`config.mk`:
```
export PLATFORM = sky130hd
export DESIGN_NAME = ddp_dual_pointer
export DESIGN_NICKNAME = d
export VERILOG_FILES = /design/src/rtl/ddp_pkg.sv /design/src/rtl/ddp_pointer.sv /design/src/rtl/ddp_dual_pointer.sv
export SDC_FILE = /design/constraint.sdc
export NUM_CORES = 1
export LEC_CHECK = 0
export BUFFER_PORTS_ARGS = -buffer_cell sky130_fd_sc_hd__buf_2
export CAP_MARGIN = 20
export CORE_UTILIZATION = 50
export DETAILED_ROUTE_END_ITERATION = 12
export PLACE_DENSITY_LB_ADDON = 0.1
export SLEW_MARGIN = 5
export SYNTH_ARGS = -nofsm -noshare
export SYNTH_HDL_FRONTEND = slang
export SYNTH_HIERARCHICAL = 1
export SYNTH_SLANG_ARGS = --single-unit
```
`constraint.sdc`:
```
create_clock -name mclk_i -period 2.26 [get_ports mclk_i]
set_input_delay 0.226 -clock mclk_i [delete_from_list [all_inputs] [get_ports mclk_i]]
set_output_delay 0.226 -clock mclk_i [all_outputs]
set_load 0.05 [all_outputs]
```
`src/rtl/ddp_pkg.sv`:
```
// Purpose: constants for the dual data pointer unit
// Assumes: special-function register bus of the core, 8-bit data
// Notes:   register offset in special-function space
package ddp_pkg;
  localparam logic [7:0] PTR_CTRL_ADDR   = 8'ha2;   // pointer_control_reg offset
  localparam int         SEL_BIT         = 0;       // pointer_select position
  localparam int         STUCK_BIT       = 2;       // always-zero position
  localparam int         FLAG_BIT        = 3;       // user_flag_bit position
  localparam logic       SEL_RESET       = 1'b0;
  localparam logic       FLAG_RESET      = 1'b0;    // undefined in hardware; zero here
  localparam logic [7:0] UPPER_RESET     = 8'h00;   // bits 7..4 and 1 kept, reset zero
  localparam logic [15:0] PTR_RESET      = 16'h0000;
  localparam int         INC_BYTES       = 2;       // encoded length of the increment
  localparam int         INC_OSC_CLOCKS  = 12;      // oscillator clocks of the increment
endpackage

```
`src/rtl/ddp_pointer.sv`:
```
// Purpose: one 16-bit data pointer with load, byte write and increment
// Assumes: caller gates every command by the pointer select
// Notes:   holds its value when no command is given
`timescale 1ns/1ps
module ddp_pointer (
  // clock and reset
  input  wire logic        mclk_i,
  input  wire logic        rst_n_i,
  // commands
  input  wire logic        load_i,
  input  wire logic [15:0] load_val_i,
  input  wire logic        wr_hi_i,
  input  wire logic        wr_lo_i,
  input  wire logic [7:0]  wdata_i,
  input  wire logic        inc_i,
  // value
  output logic      [15:0] ptr_o
);
  logic [15:0] ptr_reg;
  logic [15:0] ptr_next;

  // next pointer value; unchanged without a command
  always_comb begin
    ptr_next = ptr_reg;
    if (load_i) begin
      ptr_next = load_val_i;
    end else if (inc_i) begin
      ptr_next = ptr_reg + 16'h0001;
    end else begin
      if (wr_hi_i) begin
        ptr_next[15:8] = wdata_i;
      end
      if (wr_lo_i) begin
        ptr_next[7:0] = wdata_i;
      end
    end
  end

  // pointer storage
  always_ff @(posedge mclk_i or negedge rst_n_i) begin
    if (!rst_n_i) begin
      ptr_reg <= ddp_pkg::PTR_RESET;
    end else begin
      ptr_reg <= ptr_next;
    end
  end

  assign ptr_o = ptr_reg;
endmodule

```
`src/rtl/ddp_dual_pointer.sv`:
```
// Purpose: dual 16-bit data pointer with select register
// Assumes: core drives single-cycle special-function and pointer commands
// Notes:   the increment of the control register arrives as one strobe
//
// Function
// - two independent 16-bit pointers hold addresses
// - control bit 0 selects the active pointer
// - bit 2 reads zero; increment keeps flag
// - increment toggles select, never forces it
// - reset clears select and stuck bit
// - increment is two-byte, twelve-clock pointer switch
// - external move drives high and low bytes
`timescale 1ns/1ps
module ddp_dual_pointer (
  // clock and reset
  input  wire logic        mclk_i,
  input  wire logic        arst_n_i,
  // special-function register access
  input  wire logic [7:0]  sfr_addr_i,
  input  wire logic        sfr_wr_i,
  input  wire logic [7:0]  sfr_wdata_i,
  input  wire logic        ctrl_inc_i,
  // pointer commands from the core
  input  wire logic        ptr_load_i,
  input  wire logic [15:0] ptr_load_val_i,
  input  wire logic        ptr_wr_hi_i,
  input  wire logic        ptr_wr_lo_i,
  input  wire logic        ptr_inc_i,
  input  wire logic        xmove_i,
  // results
  output logic      [7:0]  ctrl_rdata_o,
  output logic      [15:0] data_pointer_o,
  output logic      [7:0]  addr_hi_o,
  output logic      [7:0]  addr_lo_o,
  output logic             addr_valid_o
);
  logic       rst_s1_reg;
  logic       rst_n_reg;
  logic [7:0] ctrl_reg;
  logic [7:0] ctrl_next;
  logic [15:0] ptr0;
  logic [15:0] ptr1;
  logic [15:0] sel_ptr;
  logic [7:0] rdata_reg;
  logic [7:0] rdata_next;
  logic [15:0] dp_reg;
  logic [15:0] dp_next;
  logic [15:0] xaddr_reg;
  logic [15:0] xaddr_next;
  logic       xval_reg;
  logic       xval_next;
  logic       ctrl_hit;
  logic       sel;

  // reset release through two flip-flops; entry is immediate, exit takes two
  // edges so that no register leaves reset on a metastable level
  always_ff @(posedge mclk_i or negedge arst_n_i) begin
    if (!arst_n_i) begin
      rst_s1_reg <= 1'b0;
      rst_n_reg  <= 1'b0;
    end else begin
      rst_s1_reg <= 1'b1;
      rst_n_reg  <= rst_s1_reg;
    end
  end

  // control register decode and the current select
  assign ctrl_hit = sfr_addr_i == ddp_pkg::PTR_CTRL_ADDR;
  assign sel      = ctrl_reg[ddp_pkg::SEL_BIT];

  // control register next value; an increment only inverts the select so the
  // flag and every other bit keep their value, and it wins over a write
  always_comb begin
    ctrl_next = ctrl_reg;
    if (ctrl_hit && ctrl_inc_i) begin
      ctrl_next[ddp_pkg::SEL_BIT] = ~ctrl_reg[ddp_pkg::SEL_BIT];
    end else if (ctrl_hit && sfr_wr_i) begin
      ctrl_next = sfr_wdata_i;
    end
    ctrl_next[ddp_pkg::STUCK_BIT] = 1'b0;
  end

  // control register storage
  always_ff @(posedge mclk_i or negedge rst_n_reg) begin
    if (!rst_n_reg) begin
      ctrl_reg <= {ddp_pkg::UPPER_RESET[7:4], ddp_pkg::FLAG_RESET, 1'b0,
                   ddp_pkg::UPPER_RESET[1], ddp_pkg::SEL_RESET};
    end else begin
      ctrl_reg <= ctrl_next;
    end
  end

  // one command strobe, passed on only to the pointer that the select names;
  // every command goes through the same gate so the idle pointer never moves
  function automatic logic ddp_steer(input logic cmd, input logic sel_now, input logic idx);
    return cmd && (sel_now == idx);
  endfunction

  // two pointers, commands steered to the selected one only
  ddp_pointer u_ptr0 (
    .mclk_i     (mclk_i),
    .rst_n_i    (rst_n_reg),
    .load_i     (ddp_steer(ptr_load_i, sel, 1'b0)),
    .load_val_i (ptr_load_val_i),
    .wr_hi_i    (ddp_steer(ptr_wr_hi_i, sel, 1'b0)),
    .wr_lo_i    (ddp_steer(ptr_wr_lo_i, sel, 1'b0)),
    .wdata_i    (sfr_wdata_i),
    .inc_i      (ddp_steer(ptr_inc_i, sel, 1'b0)),
    .ptr_o      (ptr0)
  );

  ddp_pointer u_ptr1 (
    .mclk_i     (mclk_i),
    .rst_n_i    (rst_n_reg),
    .load_i     (ddp_steer(ptr_load_i, sel, 1'b1)),
    .load_val_i (ptr_load_val_i),
    .wr_hi_i    (ddp_steer(ptr_wr_hi_i, sel, 1'b1)),
    .wr_lo_i    (ddp_steer(ptr_wr_lo_i, sel, 1'b1)),
    .wdata_i    (sfr_wdata_i),
    .inc_i      (ddp_steer(ptr_inc_i, sel, 1'b1)),
    .ptr_o      (ptr1)
  );

  // the pointer that moves and external moves use
  assign sel_ptr = sel ? ptr1 : ptr0;

  // output registers: readback, selected pointer, external address
  always_comb begin
    rdata_next = ctrl_reg;
    dp_next    = sel_ptr;
    xaddr_next = xaddr_reg;
    xval_next  = xmove_i;
    if (xmove_i) begin
      xaddr_next = sel_ptr;
    end
  end

  // output flip-flops, all zero while in reset
  always_ff @(posedge mclk_i or negedge rst_n_reg) begin
    if (!rst_n_reg) begin
      rdata_reg <= 8'h00;
      dp_reg    <= ddp_pkg::PTR_RESET;
      xaddr_reg <= ddp_pkg::PTR_RESET;
      xval_reg  <= 1'b0;
    end else begin
      rdata_reg <= rdata_next;
      dp_reg    <= dp_next;
      xaddr_reg <= xaddr_next;
      xval_reg  <= xval_next;
    end
  end

  // every output straight from a register
  assign ctrl_rdata_o   = rdata_reg;
  assign data_pointer_o = dp_reg;
  assign addr_hi_o      = xaddr_reg[15:8];
  assign addr_lo_o      = xaddr_reg[7:0];
  assign addr_valid_o   = xval_reg;
endmodule

```
# --- Word level (Yosys, flattened, before mapping) ---
# Index checks and enable logic that the tools add are counted.
classes:
  addsub: 2
  mux: 11
  reduce_logical: 16
  n_bitwise: 2
  n_eq_ne: 1
op_table:
  columns: ["operator", "n"]
  rows:
  - ["16-bit 2-to-1 mux", 5]
  - ["16-bit by 1-bit adder with 16-bit output, second input constant", 2]
  - ["8-bit 2-to-1 mux", 4]
  - ["3-bit nonzero test", 4]
  - ["1-bit logical AND", 10]
  - ["8-bit equality test, second input constant", 1]
  - ["1-bit 2-to-1 mux", 2]
  - ["1-bit NOT", 2]
  - ["2-bit AND reduction", 1]
  - ["2-bit nonzero test", 1]
word_totals:
  output_inout_bits: 41
  input_bits: 41
  wordCells: 44
  register_bits: 81

# --- Logic depth before layout (Yosys ltp) ---
depth:
  word_depth: 5
  mapped_depth: 10
  depth_no_buf: 6

# --- Cells and area by module ---
# The synthesis kept the hierarchy.
modules_own_cells:
  columns: ["mod", "area_each_um2", "instances", "seq_area_each_um2", "cells_each"]
  rows:
  - ["ddp_pointer", 1157.4, 2, 400.4, 139]
  - ["ddp_dual_pointer", 1844.3, 1, 1226.2, 111]

# --- Worst setup path before layout ---
# Ideal clock, no wire load.
synth_path:
  kind: "reg2reg"
  start: "register ctrl_reg[0]"
  end: "register u_ptr1.ptr_reg[12] (netlist: u_ptr1/ptr_o[12])"
  path_slack_ps: 155
  t_required_ps: 2126
  arrival_time_ps: 1971
  setup_time_ps: 134
  stages_incl_launch_ff: 9
  synth_period_minus_slack_ps: 2105
  n_path_buf: 4
  path_cell_list: "dfrtp_1 > buf_4 > buf_6 > clkbuf_1 > and2_1 > clkbuf_1 > mux2_2 > a22oi_1 > o31ai_1"
synth_via:
  elab_chain_len: 3
  elab_cells_between_ends: 6
  cone_classes: "mux: 2; reduce/logical: 4"
synth_lines:
  columns: ["item", "line_no", "rtl"]
  rows:
  - ["start, declared", "ddp_dual_pointer.sv:39", "logic [7:0] ctrl_reg;"]
  - ["start signal, assigned", "ddp_dual_pointer.sv:86", "ctrl_reg <= {ddp_pkg::UPPER_RESET[7:4], ddp_pkg::FLAG_RESET, 1'b0,"]
  - ["start signal, assigned", "ddp_dual_pointer.sv:89", "ctrl_reg <= ctrl_next;"]
  - ["1-bit logical AND", "ddp_dual_pointer.sv:96", "return cmd && (sel_now == idx);"]
  - ["16-bit 2-to-1 mux", "ddp_pointer.sv:27", "end else if (inc_i) begin"]
  - ["16-bit 2-to-1 mux", "ddp_pointer.sv:25", "if (load_i) begin"]
  - ["end signal, assigned", "ddp_pointer.sv:42", "ptr_reg <= ddp_pkg::PTR_RESET;"]
  - ["end signal, assigned", "ddp_pointer.sv:44", "ptr_reg <= ptr_next;"]
  - ["end, declared", "ddp_pointer.sv:19", "logic [15:0] ptr_reg;"]
# Several ways; a longest one is shown, not always the timed one.
# A chain may end at the register's enable or synchronous reset.

# --- Worst setup path in the final report ---
layout_path:
  start: "register ctrl_reg[0]"
  end: "register u_ptr0.ptr_reg[12] (netlist: u_ptr0/ptr_o[12])"
layout_via:
  elab_chain_len: 4
  elab_cells_between_ends: 7
  cone_classes: "mux: 2; bitwise: 1; reduce/logical: 4"
layout_lines:
  columns: ["item", "line_no"]
  rows:
  - ["1-bit NOT *", "ddp_dual_pointer.sv:96"]
  - ["1-bit logical AND", "ddp_dual_pointer.sv:96"]
  - ["16-bit 2-to-1 mux", "ddp_pointer.sv:27"]
  - ["16-bit 2-to-1 mux", "ddp_pointer.sv:25"]
  - ["end signal, assigned", "ddp_pointer.sv:42"]
  - ["end signal, assigned", "ddp_pointer.sv:44"]
  - ["end, declared", "ddp_pointer.sv:19"]
# Mark *: on every way between the ends. The rest lies on a longest branch, timed or not.

==> flow_summary.json <==
{
  "status": "completed",
  "yosysTopAreaCell": "dfrtp_1",
  "numPortBuffers": 80,
  "ant_nets": 0,
  "die_x_um": 93.2,
  "h-tree-depth": 3,
  "cp-start-kind": "flop",
  "fin_cells": 580,
  "antenna_found_initial": 0,
  "yosysMostFrequentCell": "dfrtp_1",
  "synth-seq-area-share": 0.487,
  "route.vias.total": 3427,
  "num_antenna_cells": 0,
  "leakage_nw": 2.21,
  "ys_ff_latch": 81,
  "hold_violations": 0,
  "synth_nets": 432,
  "cts_buffer_depth": 2,
  "drt-total-wl_um": 10500,
  "fp-row-count": 32,
  "finalSetupViolations": 0,
  "period_needed_ns": 2.01,
  "start_util": 0.527,
  "die_area_um2": 8690,
  "gp_congestion": 0.890,
  "synth_mux_area_frac": 0.147,
  "synth_top_area_share": 0.487,
  "dpl_cell_area_um2": 4700,
  "viasPerCell": 5.91,
  "drt-pass1-iter-count": 7,
  "synth_area_per_cell_um2": 10.7,
  "slew_viol_final": 0,
  "synth_top_family_by_area": "simple AND/OR/NAND/NOR gates",
  "synth-simple-area-share": 0.158,
  "endpoint_kind": "flop",
  "netlist_area_um2": 4160,
  "drcViolationCount": 0,
  "yosysWarnings": 6,
  "grt-ovfl-total": 0,
  "area_growth_pct": 17.8,
  "cts_buffers": 9,
  "synth_area_leaders": "dfrtp_1 49%, mux2_2 11%, mux2i_1 3.4%",
  "required_ns": 2.52,
  "worst_skew_pair.late_latency_ns": 0.35,
  "hold_path_class": "in -> reg",
  "crit_type": "reg -> reg",
  "synth.distinct_cells": 43,
  "clockRootBuffer": "clkbuf_8",
  "period_share": 0.887,
  "async_flop_share": 1.00,
  "grt_usage": 0.256,
  "synth_cells": 389,
  "core_um2": 7890,
  "die_height_um": 93.2,
  "rsz0062_at_grt": "false",
  "grt_max_degree": 48,
  "fin_worst_skew_ns": 0.00668,
  "setup_tns_ns": 0,
  "synthXorXnorAreaFrac": 0.0337,
  "cts.clk_slew.worst_paths_ns": 0.09,
  "ctsHoldBuffers": 1,
  "synthTopCellsByCount": "81 x dfrtp_1, 42 x mux2_2, 36 x nor2_1",
  "finalNetCount": 516,
  "synth_edf_count": 0,
  "synth_compound_area_frac": 0.131,
  "wl_per_cell_um": 18.1,
  "grt_pass1_vias": 3286,
  "cts_tree": "built",
  "critical_path_arrival_ns": 2.26,
  "slew_headroom": 0.581,
  "vdd_drop_max_mv": 0.389,
  "ys.flop_type": "dfrtp_1",
  "path_max_fanout": 19,
  "p_per_area_nw_per_um2": 969,
  "place_hpwl_um": 7690,
  "pin_count": 82,
  "dp_cells": 563,
  "synth_fa_ha_area_frac": 0.00602,
  "drive_gt1_frac": 0.339,
  "fin_area_um2": 4900,
  "cts_setup_buffers": 0,
  "drt_iter0_drc": 234,
  "max_cap_viol_count": 0,
  "tightest_slew_ns": 0.629,
  "fmax_mhz": 499,
  "grt_pass1_wl_um": 16800,
  "cts.sinks": 81,
  "post_cts_resized": 0
}
## through the flow
step	utilization	worst slack, ns	power (mW)	hold WS [ns]
finish	0.621	0.255	4.75	0.0947
global route	0.621	0.0960	5.00	0.112
CTS	0.621	0.318	4.77	0.0897
detailed placement	0.596	0.337	3.76	0.0126
global placement	0.596	0.445	3.72	0.0107
floorplan	-	0.155	3.28	-0.0696
## worst paths after layout
| path | startpoint | end | slack, ns | cells after the start |
|---|---|---|---|---|
| max | ctrl_reg[0] | u_ptr0/ptr_o[12] | 0.25 | 7 |
| min | ptr_load_val_i[0] | u_ptr1/ptr_o[0] | 0.09 | 3 |
| max reg2reg | ctrl_reg[0] | u_ptr0/ptr_o[12] | 0.25 | 7 |
| min reg2reg | rst_n_reg | data_pointer_o[12] | 0.36 | 0 |
| max in group asynchronous | rst_n_reg | ctrl_rdata_o[1] | 1.31 | 1 |
| min in group asynchronous | arst_n_i | rst_n_reg | 0.19 | 2 |
## logic make-up after synthesis
| group | Yosys count |
|---|---|
| XOR/XNOR | 16 |
| adder cells (fa/ha/maj) | 2 |
| buffers and inverters | 35 |
| multiplexers | 56 |
| AO/OA/AOI/OAI | 78 |
| AND/OR/NAND/NOR | 119 |
| flip-flops | 81 |
| other | 2 |
## power breakdown
group          switching [mW]  leakage [nW]  internal (mW)
Combinational            1.02          1.14          0.559
Sequential              0.390         0.970           1.77
Clock                   0.568        0.0952          0.445
Total                    1.97          2.21           2.77
## per-layer routing
metal | track usage | share of wire | wire [um] | up-vias
li1 | - | - | - | 1588
met1 | 0.336 | 0.42 | 4410 | 1661
met2 | 0.431 | 0.49 | 5190 | 163
met3 | 0.0447 | 0.073 | 770 | 15
met4 | 0.0833 | 0.015 | 157 | 0
met5 | 0 | 0 | 0 | -
## layout by cell type, fill, tap and decap left out, types with 2 or more instances in the layout
cell type	count
nand3_2	4
ha_1	2
nor2b_1	4
o21ai_0	18
and3_1	4
mux2_2	42
nor4_1	2
a21o_1	2
buf_4	11
nand2b_1	4
o22ai_1	2
conb_1	2
buf_2	80
a221o_1	2
inv_6	2
a21oi_1	16
o31ai_1	8
nor4_4	2
xor2_1	10
nand2_1	24
nand3_1	10
a221oi_1	8
dfrtp_1	80
and2_1	4
nor3_1	14
and4_1	2
nor2_1	36
o31a_1	2
a211oi_1	2
a22oi_1	4
xnor2_1	6
clkbuf_8	10
nand2_2	2
a222oi_1	10
inv_1	15
mux2i_1	14
nand4_1	4
a22o_1	2
## area by class of cell
cell class,count,area [um2]
fill,656,2990
sequential,81,2030
multi-input combinational,273,1980
timing repair buffer,93,513
clock buffer,10,138
tap,102,128
inverter,15,56.3
clock inverter,6,50.0
## worst max-delay path: stages, from the launching register on
cell     delay (ns)
dfrtp_1        0.49
buf_4          0.34
nor2b_1        0.08
buf_4          0.17
buf_4          0.20
nor2_1         0.39
a22oi_1        0.14
o31ai_1        0.10
Power figures use the tool's default switching activity.
